`config.mk`:
```
export PLATFORM = sky130hd
export DESIGN_NAME = twb_master
export DESIGN_NICKNAME = d
export VERILOG_FILES = /design/src/twb_pkg.sv /design/src/twb_sync.sv /design/src/twb_master.sv
export VERILOG_INCLUDE_DIRS = /design/src
export SDC_FILE = /design/constraint.sdc
export NUM_CORES = 1
export LEC_CHECK = 0
export BUFFER_PORTS_ARGS = -buffer_cell sky130_fd_sc_hd__buf_4
export CORE_ASPECT_RATIO = 0.75
export CORE_MARGIN = 8
export CORE_UTILIZATION = 61
export CTS_BUF_LIST = sky130_fd_sc_hd__clkbuf_8
export DETAILED_ROUTE_END_ITERATION = 7
export MAX_ROUTING_LAYER = met4
export PLACE_DENSITY = 0.94
export SYNTH_ARGS = -nofsm -noshare
export SYNTH_HDL_FRONTEND = slang
export SYNTH_SLANG_ARGS = --single-unit
export TNS_END_PERCENT = 50
```
`constraint.sdc`:
```
create_clock -name sys_clk -period 4.6 [get_ports sys_clk]
set_input_delay 0.23 -clock sys_clk [delete_from_list [all_inputs] [get_ports sys_clk]]
set_output_delay 0.23 -clock sys_clk [all_outputs]
set_load 0.005 [all_outputs]
```
`src/twb_map.svh`:
```
`ifndef TWB_MAP_SVH
`define TWB_MAP_SVH
`define TWB_CLK_NS 10
`define TWB_T_LOW_NS 4700
`define TWB_T_HIGH_NS 4000
`define TWB_LOW_CYC ((`TWB_T_LOW_NS + `TWB_CLK_NS - 1) / `TWB_CLK_NS)
`define TWB_HIGH_CYC ((`TWB_T_HIGH_NS + `TWB_CLK_NS - 1) / `TWB_CLK_NS)
`define TWB_LOW_LAST 10'(`TWB_LOW_CYC - 1)
`define TWB_HIGH_LAST 10'(`TWB_HIGH_CYC - 1)
`define TWB_LOW_HALF 10'(`TWB_LOW_CYC / 2)
`define TWB_ACK_IDX 4'h8
`define TWB_PIN_RST 2'h3
`endif

```
`src/twb_pkg.sv`:
```
package twb_pkg;
  typedef enum logic [1:0] {TWB_OP_START, TWB_OP_WRITE, TWB_OP_READ, TWB_OP_STOP} twb_op_type;
  typedef struct packed {
    twb_op_type op;
    logic ack;
    logic [7:0] data;
  } twb_cmd_type;
  typedef struct packed {
    logic [7:0] data;
    logic nack;
    logic arb_lost;
    logic refused;
  } twb_rsp_type;
  typedef struct packed {
    logic scl;
    logic sda;
  } twb_pin_type;
  typedef enum logic [3:0] {
    S_IDLE, S_START, S_HOLD, S_LOW, S_HIGH, S_RS_LOW, S_RS_HIGH, S_STOP_LOW, S_STOP_HIGH
  } twb_state_type;
endpackage

```
`src/twb_sync.sv`:
```
`timescale 1ns/10ps
`include "twb_map.svh"
module twb_sync (
  input wire logic sys_clk,
  input wire logic sys_rst,
  input wire twb_pkg::twb_pin_type pin_raw,
  output twb_pkg::twb_pin_type pin_sync
);
  import twb_pkg::*;
  twb_pin_type stage;
  // Two flops per line, released lines idle high
  always_ff @(posedge sys_clk) begin
    if (sys_rst) begin
      stage <= `TWB_PIN_RST;
      pin_sync <= `TWB_PIN_RST;
    end else begin
      stage <= pin_raw;
      pin_sync <= stage;
    end
  end
endmodule

```
`src/twb_master.sv`:
```
`timescale 1ns/10ps
`include "twb_map.svh"
// What this block does
// RL1 - First byte after a start is seven-bit address plus direction bit.
// RL2 - Direction bit one means read, zero means write.
// RL3 - Only the slave matching the address acknowledges in ninth clock.
// RL4 - Device master never calls its own slave address.
// RL5 - Device is never master and slave at once; falls back after loss.
// RL6 - Bytes are eight bits, one clock each, most significant first.
// RL7 - Data changes only while clock is low, stable while high.
// RL8 - Receiver drives ninth acknowledge bit low; nine clocks per byte.
// RL9 - Unacknowledged byte leaves data high; master treats transfer as failed.
// RL10 - Master receiver withholding acknowledge ends slave transmission.
// RL11 - After failed byte, master issues stop or repeated start.
// RL12 - Stop is data rising while clock is high.
// RL13 - Master may stop after an acknowledge; slave then releases bus.
// RL14 - Repeated start is allowed without stop, keeping the bus.
// RL15 - Master sending one but seeing zero loses and releases data.
// RL16 - Losing arbitration produces no stop condition.
// RL17 - Arbitration loss is flagged for software.
// RL18 - Shared clock low is longest low, high is shortest high.
// RL19 - Count own low time, then wait while clock stays low.
// RL20 - Count high once clock rises; first finisher pulls low.
// RL21 - Clock and data lines are both driven and sensed.
// RL22 - Start is data falling while clock is high, bus idle or restart.
// RL23 - Lines are only pulled low or released, never driven high.
module twb_master (
  input wire logic sys_clk,
  input wire logic sys_rst,
  input wire logic cmd_valid,
  input wire twb_pkg::twb_cmd_type cmd,
  output logic cmd_ready,
  output logic rsp_valid,
  output twb_pkg::twb_rsp_type rsp,
  output logic bus_busy,
  input wire logic scl_i,
  output logic scl_o,
  output logic scl_oe,
  input wire logic sda_i,
  output logic sda_o,
  output logic sda_oe
);
  import twb_pkg::*;

  // ==========================================
  // Pin sampling and bus condition detection
  twb_pin_type pins;
  twb_pin_type pins_d;
  twb_sync u_sync (
    .sys_clk(sys_clk),
    .sys_rst(sys_rst),
    .pin_raw({scl_i, sda_i}),
    .pin_sync(pins)
  );
  wire scl_s = pins.scl;
  wire sda_s = pins.sda;
  wire bus_start = scl_s && pins_d.scl && pins_d.sda && !sda_s;
  wire bus_stop = scl_s && pins_d.scl && !pins_d.sda && sda_s;

  // ==========================================
  // State
  twb_state_type state;
  twb_state_type next_state;
  logic [9:0] cnt;
  logic [3:0] bit_idx;
  logic [7:0] shreg;
  logic rd;
  logic ack_q;
  logic addr_pend;
  logic dir;
  logic done_nack;
  logic hi_seen;
  logic next_sda_oe;

  // ==========================================
  // Decoding
  wire take = cmd_valid && cmd_ready;
  wire is_rd = cmd.op == TWB_OP_READ;
  wire is_wr = cmd.op == TWB_OP_WRITE;
  wire in_hold = state == S_HOLD;
  wire hi_state = state == S_HIGH || state == S_RS_HIGH || state == S_STOP_HIGH;
  wire low_state = state == S_LOW || state == S_RS_LOW || state == S_STOP_LOW;
  wire counting = low_state || state == S_START || (hi_state && hi_seen);
  wire low_done = cnt == `TWB_LOW_LAST;
  wire high_done = cnt == `TWB_HIGH_LAST;
  wire mid_low = cnt == `TWB_LOW_HALF;
  wire ack_bit = bit_idx == `TWB_ACK_IDX;
  // Pull-low value of the current bit and whether this end is the sender
  wire tx_pull = ack_bit ? (rd && ack_q) : (!rd && !shreg[7]); // see RL6
  wire sending = ack_bit ? rd : !rd;
  wire arb_now = state == S_HIGH && hi_seen && sending && !sda_oe && !sda_s; // see RL15
  wire hi_end = state == S_HIGH && hi_seen && (high_done || !scl_s); // see RL18 RL20
  wire bad_dir = (is_rd && (addr_pend || !dir)) || (is_wr && !addr_pend && dir); // see RL2
  wire refuse = take && (is_rd || is_wr) && (!in_hold || done_nack || bad_dir); // see RL11
  wire refuse_stop = take && cmd.op == TWB_OP_STOP && state == S_IDLE;
  // Host owns no slave address, so no call can hit its own
  wire byte_go = take && in_hold && (is_rd || is_wr) && !refuse; // see RL4

  // ==========================================
  // Next state
  always_comb begin
    next_state = state;
    unique case (state)
      S_IDLE: if (take && cmd.op == TWB_OP_START) next_state = S_START;
      S_START: if (high_done) next_state = S_HOLD; // see RL22
      S_HOLD: begin
        if (take && cmd.op == TWB_OP_START) next_state = S_RS_LOW; // see RL14
        else if (take && cmd.op == TWB_OP_STOP) next_state = S_STOP_LOW; // see RL13
        else if (byte_go) next_state = S_LOW;
      end
      S_LOW: if (low_done) next_state = S_HIGH;
      S_HIGH: begin
        if (arb_now) next_state = S_IDLE; // see RL5 RL16
        else if (hi_end) next_state = ack_bit ? S_HOLD : S_LOW; // see RL8
      end
      S_RS_LOW: if (low_done) next_state = S_RS_HIGH;
      S_RS_HIGH: if (hi_seen && high_done) next_state = S_START;
      S_STOP_LOW: if (low_done) next_state = S_STOP_HIGH;
      S_STOP_HIGH: if (hi_seen && high_done) next_state = S_IDLE;
    endcase
  end

  // Data line moves only at mid-low, or at start and stop edges
  always_comb begin
    next_sda_oe = sda_oe;
    unique case (state)
      S_IDLE: next_sda_oe = 1'b0;
      S_START: next_sda_oe = 1'b1; // see RL22
      S_LOW: if (mid_low) next_sda_oe = tx_pull; // see RL7
      S_RS_LOW: if (mid_low) next_sda_oe = 1'b0;
      S_STOP_LOW: if (mid_low) next_sda_oe = 1'b1;
      S_STOP_HIGH: if (next_state == S_IDLE) next_sda_oe = 1'b0; // see RL12
      S_HIGH: if (arb_now) next_sda_oe = 1'b0;
      default: next_sda_oe = sda_oe;
    endcase
  end

  // ==========================================
  // Pin drivers, timing and status
  always_ff @(posedge sys_clk) begin
    scl_o <= 1'b0; // see RL23
    sda_o <= 1'b0;
  end

  always_ff @(posedge sys_clk) begin
    if (sys_rst) begin
      state <= S_IDLE;
      cnt <= 10'h000;
      hi_seen <= 1'b0;
      scl_oe <= 1'b0;
      sda_oe <= 1'b0;
      pins_d <= `TWB_PIN_RST;
      bus_busy <= 1'b0;
      cmd_ready <= 1'b0;
    end else begin
      state <= next_state;
      cnt <= (next_state != state) ? 10'h000 : (counting ? cnt + 10'h001 : cnt); // see RL19
      hi_seen <= (next_state == state) && hi_state && (hi_seen || scl_s); // see RL19
      scl_oe <= next_state inside {S_HOLD, S_LOW, S_RS_LOW, S_STOP_LOW}; // see RL21
      sda_oe <= next_sda_oe;
      pins_d <= pins;
      bus_busy <= bus_start || (bus_busy && !bus_stop);
      cmd_ready <= next_state == S_HOLD || (next_state == S_IDLE && !bus_busy);
    end
  end

  // ==========================================
  // Byte shifting and transfer bookkeeping
  always_ff @(posedge sys_clk) begin
    if (sys_rst) begin
      bit_idx <= 4'h0;
      shreg <= 8'h00;
      rd <= 1'b0;
      ack_q <= 1'b0;
      addr_pend <= 1'b0;
      dir <= 1'b0;
      done_nack <= 1'b0;
    end else begin
      if (take && cmd.op == TWB_OP_START) begin
        addr_pend <= 1'b1; // see RL1
        done_nack <= 1'b0;
      end else if (take && cmd.op == TWB_OP_STOP) begin
        done_nack <= 1'b0;
      end
      if (byte_go) begin
        shreg <= cmd.data;
        rd <= is_rd;
        ack_q <= cmd.ack;
        bit_idx <= 4'h0;
        if (addr_pend) dir <= cmd.data[0]; // see RL1
      end else if (hi_end) begin
        bit_idx <= bit_idx + 4'h1;
        if (!ack_bit) shreg <= {shreg[6:0], sda_s}; // see RL6
        if (ack_bit) begin
          addr_pend <= 1'b0;
          done_nack <= rd ? !ack_q : sda_s; // see RL9 RL10
        end
      end
    end
  end

  // ==========================================
  // Answers
  always_ff @(posedge sys_clk) begin
    if (sys_rst) begin
      rsp_valid <= 1'b0;
      rsp <= '0;
    end else begin
      rsp_valid <= 1'b0;
      if (refuse || refuse_stop) begin
        rsp_valid <= 1'b1;
        rsp <= '{data: 8'h00, nack: 1'b0, arb_lost: 1'b0, refused: 1'b1};
      end else if (arb_now) begin
        rsp_valid <= 1'b1;
        rsp <= '{data: shreg, nack: 1'b0, arb_lost: 1'b1, refused: 1'b0}; // see RL17
      end else if (hi_end && ack_bit) begin
        rsp_valid <= 1'b1;
        rsp <= '{data: shreg, nack: sda_s, arb_lost: 1'b0, refused: 1'b0}; // see RL3 RL9
      end else if ((state == S_START && high_done) ||
                   (state == S_STOP_HIGH && next_state == S_IDLE)) begin
        rsp_valid <= 1'b1;
        rsp <= '{data: 8'h00, nack: 1'b0, arb_lost: 1'b0, refused: 1'b0};
      end
    end
  end

  // ==========================================
  // Checks
  property p_sda_low_only;
    @(posedge sys_clk) disable iff (sys_rst)
    $changed(sda_oe) && !$past(arb_now) |->
      $past(scl_oe) || $past(state) inside {S_START, S_STOP_HIGH, S_IDLE};
  endproperty
  a_sda_low_only: assert property (p_sda_low_only) else $error("data moved with clock high"); // see RL7

  property p_stop_edge;
    @(posedge sys_clk) disable iff (sys_rst)
    state == S_STOP_HIGH && next_state == S_IDLE |-> sda_oe && !scl_oe ##1 !sda_oe && !scl_oe;
  endproperty
  a_stop_edge: assert property (p_stop_edge) else $error("stop not a data rise"); // see RL12

  property p_start_edge;
    @(posedge sys_clk) disable iff (sys_rst)
    $rose(sda_oe) && !scl_oe |-> state == S_START;
  endproperty
  a_start_edge: assert property (p_start_edge) else $error("data fell outside start"); // see RL22

  property p_arb_release;
    @(posedge sys_clk) disable iff (sys_rst)
    arb_now |=> !sda_oe && !scl_oe && state == S_IDLE && rsp_valid && rsp.arb_lost;
  endproperty
  a_arb_release: assert property (p_arb_release) else $error("arbitration loss mishandled"); // see RL15

  property p_arb_no_stop;
    @(posedge sys_clk) disable iff (sys_rst)
    arb_now |=> state != S_STOP_LOW ##1 state != S_STOP_HIGH;
  endproperty
  a_arb_no_stop: assert property (p_arb_no_stop) else $error("stop after arbitration loss"); // see RL16

  property p_low_hold;
    @(posedge sys_clk) disable iff (sys_rst)
    state == S_LOW && !low_done |=> state == S_LOW && scl_oe;
  endproperty
  a_low_hold: assert property (p_low_hold) else $error("clock low cut short"); // see RL19

  property p_never_high;
    @(posedge sys_clk) disable iff (sys_rst)
    scl_oe || sda_oe |-> !scl_o && !sda_o;
  endproperty
  a_never_high: assert property (p_never_high) else $error("line driven high"); // see RL23

  property p_ack_drive;
    @(posedge sys_clk) disable iff (sys_rst)
    state == S_LOW && ack_bit && mid_low |=> sda_oe == (rd && ack_q);
  endproperty
  a_ack_drive: assert property (p_ack_drive) else $error("acknowledge bit wrong"); // see RL8

  property p_nine_bits;
    @(posedge sys_clk) disable iff (sys_rst)
    hi_end && !ack_bit |=> state == S_LOW && bit_idx == $past(bit_idx) + 4'h1;
  endproperty
  a_nine_bits: assert property (p_nine_bits) else $error("byte ended early"); // see RL6

  property p_failed_refuse;
    @(posedge sys_clk) disable iff (sys_rst)
    take && done_nack && (is_rd || is_wr) |=> rsp_valid && rsp.refused && state == S_HOLD;
  endproperty
  a_failed_refuse: assert property (p_failed_refuse) else $error("byte after failed transfer"); // see RL11
endmodule

```
==> impl_metrics.json, run 1 <==
{
  "ios": 34,
  "overflow": 0,
  "syn_area_um2": 2860,
  "crit_chain": "or4b_4, a2111oi_4, o21ai_0, nand3_1, nand2b_1, nor2b_1, a22o_1",
  "routedWlPerCell_um": 17.31,
  "ys.flop_type": "dfxtp_1",
  "grt_max_degree": 35,
  "fmax_mhz": 353.1,
  "yosysTopAreaCellShare_pct": 37.80,
  "endpoint": "rsp[10]",
  "grtUsageMet1_pct": 26.68,
  "grt_use_met2_pct": 31.63,
  "top_usage_layer": "met2",
  "synth.yosys.seq_area_share_pct": 37.80,
  "antenna-diode-count": 0,
  "gp_congestion": 0.9563,
  "first_pass_iters": 5,
  "r2r_end": "rsp[10]",
  "grtUsageMet3_pct": 5.217,
  "drv_slew": 0,
  "die-area_um2": 7159,
  "synthArstFlopShare_pct": 0,
  "hpwl_um": 5342,
  "period_minus_slack_ns": 2.832,
  "die_h_um": 75.30,
  "final_cell_mix": "54 x dfxtp_1, 41 x nor2_1, 37 x nand2_1",
  "multi_input_area_um2": 1639,
  "critPathRequiredTime_ns": 4.85,
  "drt_iter0_markers": 309,
  "clk_pin_slew_worst_paths_ns": 0.10,
  "cp_max_fo": 18,
  "grt.total_usage_pct": 20.85,
  "clk_latency_ns": 0.30,
  "tightest_slew_ns": 0.6644,
  "slew_headroom_pct": 55.65,
  "coreArea_um2": 4493,
  "grt_pass1_vias": 2455,
  "cts_root_buffer": "clkbuf_8",
  "rsz0062_at_grt": "false",
  "synth_seq_cells": 54,
  "setup_violations": 0,
  "crit_slowest_cell": "dfxtp_1",
  "rr_startpoint": "state[1]",
  "regArea_um2": 1081,
  "critical_path_class": "reg -> reg",
  "num_vias": 2570,
  "whs_ns": 0.1042,
  "max_stage_delay_ns": 0.68,
  "hold_buffers": 0,
  "clkSinkCount": 54,
  "critical_path_arrival_ns": 3.09,
  "synth_area_per_cell_um2": 8.487,
  "dieWidth_um": 95.07,
  "cellPowerDensity_nw_per_um2": 364.2,
  "final_common_cell": "dfxtp_1",
  "cts-resized-gates": 0,
  "period_share_pct": 61.57,
  "post_cts_buffers": 0,
  "port_buffers": 31,
  "drt-total-wl_um": 7167,
  "worst_setup_path_start_kind": "register",
  "cp-end-kind": "register",
  "fin_nets": 381,
  "postSynthCellCount": 337,
  "synth.distinct_cells": 63,
  "final_antenna_net_count": 0,
  "drc": 0,
  "drive_above_1_share_pct": 16.53,
  "ir_drop_uv": 262.7,
  "syn_to_final_growth_pct": 10.32,
  "reg2reg_depth": 7,
  "cts_tree": "done",
  "p_leak_nw": 1.208,
  "synth_edf_count": 0,
  "grt_pass1_wl_um": 11470,
  "hold_viol_final": 0,
  "cp-startpoint": "state[1]",
  "setup_tns_ns": 0,
  "synthTopCellsByArea": "dfxtp_1 38%, nor2_1 5.4%, nand2_1 4.9%",
  "fill_cells": 332,
  "yosys_warnings": 0,
  "cts_max_level": 2,
  "antenna_found_initial": 0,
  "fin_skew_ns": 0.005871,
  "hp-class": "in -> reg",
  "status": "completed",
  "cts_buffer_depth": 2,
  "totalPowerFinal_mw": 1.149,
  "row_count": 21,
  "vias_per_cell": 6.208,
  "timing.max_cap.violations": 0,
  "r2r_slack_ns": 1.77,
  "yosysTopAreaCell": "dfxtp_1",
  "start_util_pct": 63.66,
  "cts_buffers": 5
}
cells by family (layout without fill, tap and decap cells):
family | count (synthesis) | count (layout) | synth area share (%)
fa+ha+maj | 8 | 8 | 3.500
simple gates | 152 | 152 | 28.48
buf+inv | 32 | 51 | 5.030
xor+xnor | 15 | 15 | 4.593
other cells | 1 | 2 | 0.1311
compound gates | 72 | 72 | 19.42
flops | 54 | 54 | 37.80
mux | 3 | 3 | 1.050
layout make-up:
type	instances	area share, %
multi-input cells	252	51.94
flip-flops and latches	54	34.26
repair buffers	31	7.375
well taps	57	2.260
clock buffers	5	2.181
inverters	13	1.546
clock inverters	2	0.4362
sequential cells by signal, indices dropped and copies added (netlist names), 2 cells and up:
signal           cells
pins_d               2
u_sync.pin_sync      2
u_sync.stage         2
state                4
shreg                8
rsp                 11
bit_idx              4
cnt                 10
through the flow:
step	std cells	worst slack [ns]	instance area [um2]	util, %
after CTS	414	1.812	3156	70.23
after floorplan	338	2.409	2864	-
after global routing	414	1.620	3156	70.23
final	414	1.768	3156	70.23
after global placement	407	1.916	3073	68.39
after detailed placement	407	1.834	3073	68.39
layer usage:
layer	wire length [um]	vias up
met1	3264	1189
li1	-	1236
met3	686	12
met4	102	0
met5	0	-
met2	3114	133
synth_stat cells, types with 7 or more instances:
library cell,n
a21oi_1,16
a22o_1,8
buf_2,7
clkbuf_1,8
dfxtp_1,54
ha_1,8
inv_1,13
nand2_1,37
nand3_1,8
nor2_1,41
nor3_1,12
o21ai_0,8
or2_2,7
xnor2_1,8
xor2_1,7
worst max-delay path: cells and delay by family, from the launching register on:
| family | cells | cell delay (ns) |
|---|---|---|
| AOI/OAI and AO/OA | 3 | 0.75 |
| DFF | 1 | 0.68 |
| and+or+nand+nor | 4 | 1.34 |
where the power goes:
group | switching [mW] | total, mW | internal, mW
Combinational | 0.184 | 0.326 | 0.142
Clock | 0.156 | 0.262 | 0.106
Sequential | 0.0621 | 0.561 | 0.499
how the worst min path moves through the flow:
stage | from | endpoint | slack, ns | cells after the start
finish | sda_i | u_sync.stage[0] | 0.10 | 2
global route | scl_i | u_sync.stage[1] | 0.09 | 2
CTS | sda_i | u_sync.stage[0] | 0.1 | 2
detailed placement | u_sync.stage[1] | u_sync.pin_sync[1] | 0.40 | 1
global placement | u_sync.stage[1] | u_sync.pin_sync[1] | 0.39 | 1
floorplan | sda_i | u_sync.stage[0] | 0.33 | 1
No activity file was read; power rests on OpenSTA's default activity.
==> run 2, diff against run 1 <==
CORE_UTILIZATION = 60   (was 61)
PLACE_DENSITY = 0.93   (was 0.94)
clock period = 2.9 ns   (was 4.6 ns; I/O delays follow)
==> impl_metrics.json, run 2 (same netlist as run 1, synthesis figures left out) <==
{
  "dp.cells": 414,
  "whs_ns": 0.01056,
  "setup_violations": 0,
  "largestRegisters": "rsp x11, cnt x10, shreg x8",
  "grt_pass1_wl_um": 11510,
  "port_buffers": 31,
  "antenna-diode-count": 0,
  "cts_tree": "done",
  "p_leak_nw": 1.258,
  "first_pass_iters": 7,
  "fmax_mhz": 356.2,
  "drive_above_1_share_pct": 18.36,
  "coreArea_um2": 4519,
  "post_cts_buffers": 0,
  "drc": 0,
  "drt-total-wl_um": 7269,
  "hpwl_um": 5304,
  "cts_max_level": 2,
  "num_vias": 2671,
  "clk_pin_slew_worst_paths_ns": 0.10,
  "fin_nets": 388,
  "reg2reg_depth": 8,
  "dieWidth_um": 95.73,
  "pre_cts_slack_ns": 0.1719,
  "status": "completed",
  "place_area_um2": 3126,
  "syn_to_final_growth_pct": 13.39,
  "holdPathStages": 2,
  "holdCritStartpoint": "scl_i",
  "routedWlPerCell_um": 17.23,
  "period_minus_slack_ns": 2.807,
  "cts_buffers": 5,
  "gp_congestion": 0.9709,
  "worstHoldEndpoint": "u_sync.stage[1]",
  "final_cells": 422,
  "final_cell_area_um2": 3243,
  "die-area_um2": 7255,
  "period_share_pct": 96.80,
  "setup_ws_ns": 0.09273,
  "timing.max_cap.violations": 0,
  "cp_max_fo": 10,
  "totalPowerFinal_mw": 1.965,
  "hold_viol_final": 0,
  "grt_pass1_vias": 2339,
  "drv_slew": 0,
  "vias_per_cell": 6.329,
  "tightest_slew_ns": 0.6658,
  "final_common_cell": "dfxtp_1",
  "regMostFlops": "rsp",
  "cellPowerDensity_nw_per_um2": 606.0,
  "antenna_found_initial": 0,
  "cts_buffer_depth": 2,
  "critical_path_arrival_ns": 3.07,
  "r2r_slack_ns": 0.09,
  "final_antenna_net_count": 0,
  "fin_util_pct": 71.76,
  "worst_setup_path_start_kind": "register",
  "start_util_pct": 63.29,
  "ios": 34,
  "ir_drop_uv": 450.3,
  "clk_latency_ns": 0.32,
  "final_cell_mix": "54 x dfxtp_1, 41 x nor2_1, 38 x buf_4",
  "slew_headroom_pct": 55.52,
  "cts_root_buffer": "clkbuf_8",
  "clkSinkCount": 54,
  "rsz0062_at_grt": "false",
  "hold_buffers": 0,
  "r2r_end": "rsp[9]",
  "rr_startpoint": "cnt[0]",
  "critPathRequiredTime_ns": 3.16,
  "hp-class": "in -> reg",
  "cp-end-kind": "register",
  "critical_path_class": "reg -> reg",
  "grt.total_usage_pct": 20.79,
  "largest_reg_flops": 11,
  "overflow": 0,
  "die_h_um": 75.80,
  "fin_skew_ns": 0.008346,
  "setup_tns_ns": 0,
  "drt_iter0_markers": 348,
  "cts-resized-gates": 0,
  "grt_max_degree": 35,
  "row_count": 21
}
## run 2: changes by cell type in the layout (fill, tap and decap cells not counted)
cell	delta
buf_4	+7
bufinv_16	+1
clkinv_2	-1
clkinvlp_4	+1
inv_6	-1
inv_8	+1
## run 2: worst max path at each step
stage / startpoint / end / slack (ns) / cells after the start
after global routing: cnt[0] / rsp[9] / 0.0005 / 8
after global placement: cnt[0] / rsp[5] / 0.34 / 8
after detailed placement: cnt[0] / rsp[9] / 0.17 / 8
final: cnt[0] / rsp[9] / 0.09 / 8
after CTS: cnt[0] / rsp[9] / 0.13 / 8
after floorplan: state[2] / scl_oe / 0.71 / 8
## run 2: worst max-delay path, stage by stage, from the launching register on
cell     delay [ns]
dfxtp_1        0.37
ha_1           0.25
and3b_1        0.22
a31oi_1        0.48
nor2_4         0.14
a32oi_1        0.22
and2_1         0.23
nor2b_1        0.57
a22o_1         0.26
## run 2: final cells by class
type | instances | area, um2
clock buffers | 5 | 68.82
clock inverters | 3 | 48.80
fillers | 347 | 1276
inverters | 13 | 48.80
multi-input cells | 252 | 1639
flip-flops and latches | 54 | 1081
well taps | 57 | 71.32
repair buffers | 38 | 285.3
## run 2: power by group
group	internal, mW	switching, mW	leakage [nW]
clock	0.263	0.268	0.0563
combinational	0.246	0.325	0.764
sequential	0.792	0.0706	0.437
## run 2: routing by layer
layer  routed length, um  global-route usage, %
met1                3326                  28.17
met2                3152                  29.59
met3                 667                  5.217
met4                 123                  6.452
met5                   0                      -
==> run 3, diff against run 2 <==
CORE_UTILIZATION = 35   (was 60)
PLACE_DENSITY = 0.64   (was 0.93)
==> impl_metrics.json, run 3 (same netlist as run 1, synthesis figures left out) <==
{
  "status": "completed",
  "grt_max_degree": 35,
  "drv_slew": 0,
  "row_count": 28,
  "cellPowerDensity_nw_per_um2": 571.3,
  "p_int_mw": 1.220,
  "worst_setup_path_start_kind": "register",
  "cts_root_buffer": "clkbuf_8",
  "drt-total-wl_um": 7052,
  "pwr-share-clk_pct": 23.9,
  "fin_skew_ns": 0.01058,
  "num_vias": 2533,
  "timing.max_cap.violations": 0,
  "period_share_pct": 91.07,
  "regMostFlops": "rsp",
  "setup_violations": 0,
  "cp-end-kind": "register",
  "largest_reg_flops": 11,
  "p_leak_nw": 1.260,
  "critPathRequiredTime_ns": 3.17,
  "final_cell_area_um2": 3301,
  "p_sw_share_pct": 35.28,
  "grt_pass1_wl_um": 11420,
  "die-area_um2": 11350,
  "clk_latency_ns": 0.32,
  "drc": 0,
  "overflow": 0,
  "hpwl_um": 5318,
  "place_area_um2": 3193,
  "antenna-diode-count": 0,
  "power_switching_mw": 0.6653,
  "clkSinkCount": 54,
  "dieWidth_um": 120.4,
  "cts_buffer_depth": 2,
  "drive_above_1_share_pct": 18.53,
  "hp-class": "in -> reg",
  "setup_tns_ns": 0,
  "first_pass_iters": 5,
  "ios": 34,
  "cts_max_level": 2,
  "grt.total_usage_pct": 12.73,
  "vias_per_cell": 5.367,
  "pwr-share-comb_pct": 30.9,
  "drt_iter0_markers": 151,
  "ir_drop_uv": 325.6,
  "antenna_found_initial": 0,
  "tightest_slew_ns": 0.5978,
  "fmax_mhz": 378.6,
  "cp_max_fo": 14,
  "port_buffers": 31,
  "cts_tree": "done",
  "largestRegisters": "rsp x11, cnt x10, shreg x8",
  "seqPwrFrac_pct": 45.2,
  "hold_viol_final": 0,
  "critical_path_class": "reg -> reg",
  "critical_path_arrival_ns": 2.91,
  "routedWlPerCell_um": 14.94,
  "coreArea_um2": 7918,
  "die_h_um": 94.29,
  "cts_buffers": 5,
  "period_minus_slack_ns": 2.641,
  "final_antenna_net_count": 0,
  "final_cell_mix": "54 x dfxtp_1, 41 x nor2_1, 39 x buf_4",
  "gp_congestion": 0.9161,
  "final_common_cell": "dfxtp_1",
  "syn_to_final_growth_pct": 15.40,
  "fin_nets": 390,
  "slew_headroom_pct": 60.06,
  "r2r_slack_ns": 0.26,
  "start_util_pct": 36.13,
  "rsz0062_at_grt": "false",
  "clk_pin_slew_worst_paths_ns": 0.11,
  "grt_pass1_vias": 2319
}
## run 3: power groups by stage
stage / registers [mW] / logic [mW] / clock network [mW]
final: 0.852 / 0.583 / 0.451
after global routing: 0.856 / 0.639 / 0.497
after CTS: 0.849 / 0.576 / 0.462
after detailed placement: 0.866 / 0.572 / 0
after global placement: 0.865 / 0.575 / 0
after floorplan: 0.847 / 0.413 / 0
## run 3: final timing paths
kind / start / to / depth (start not counted)
hold reg to reg: u_sync.stage[1] / u_sync.pin_sync[1] / 1
hold / removal: scl_i / u_sync.stage[1] / 2
setup reg to reg: state[3] / rsp[4] / 7
setup / recovery: state[3] / rsp[4] / 7
## run 3: metal layers
metal | track usage [%] | share of wire [%]
met2 | 17.86 | 42
met4 | 3.420 | 1.0
met5 | - | 0
met3 | 1.802 | 5.9
met1 | 18.42 | 51
## run 3: stage by stage
step / util, % / total power [mW] / hold WS [ns] / instances / setup WS (ns)
6_report: 41.69 / 1.886 / 0.01243 / 472 / 0.2589
5_1_grt: 41.69 / 1.992 / 0.004225 / 472 / 0.007633
4_1_cts: 41.69 / 1.887 / 0.0005483 / 472 / 0.2498
3_5_place_dp: 40.33 / 1.438 / 0.3320 / 463 / 0.2868
3_3_place_gp: 40.33 / 1.440 / 0.3305 / 463 / 0.3618
2_1_floorplan: - / 1.261 / 0.2488 / 338 / 0.7093
## run 3: layout make-up
cell class	count	area, um2
Multi-Input combinational cell	252	1639
Fill cell	798	4617
Clock inverter	3	28.78
Tap cell	105	131.4
Timing Repair Buffer	40	302.8
Inverter	13	48.80
Clock buffer	5	68.82
Sequential cell	54	1081
## run 3: critical path, cell delays in order, from the launching register on
cell and delay [ns]:
dfxtp_1 0.48, or4b_4 0.58, a2111oi_4 0.38, o21ai_0 0.14, nand3_1 0.14, nand2b_1 0.13
nor2b_1 0.50, a22o_1 0.24
## run 3: what timing repair did
action,CTS,global route
buffers inserted,0,0
hold buffers,1,0
setup endpoints to repair,0,0
endpoints found under the hold margin,1,0
resized for setup,0,0
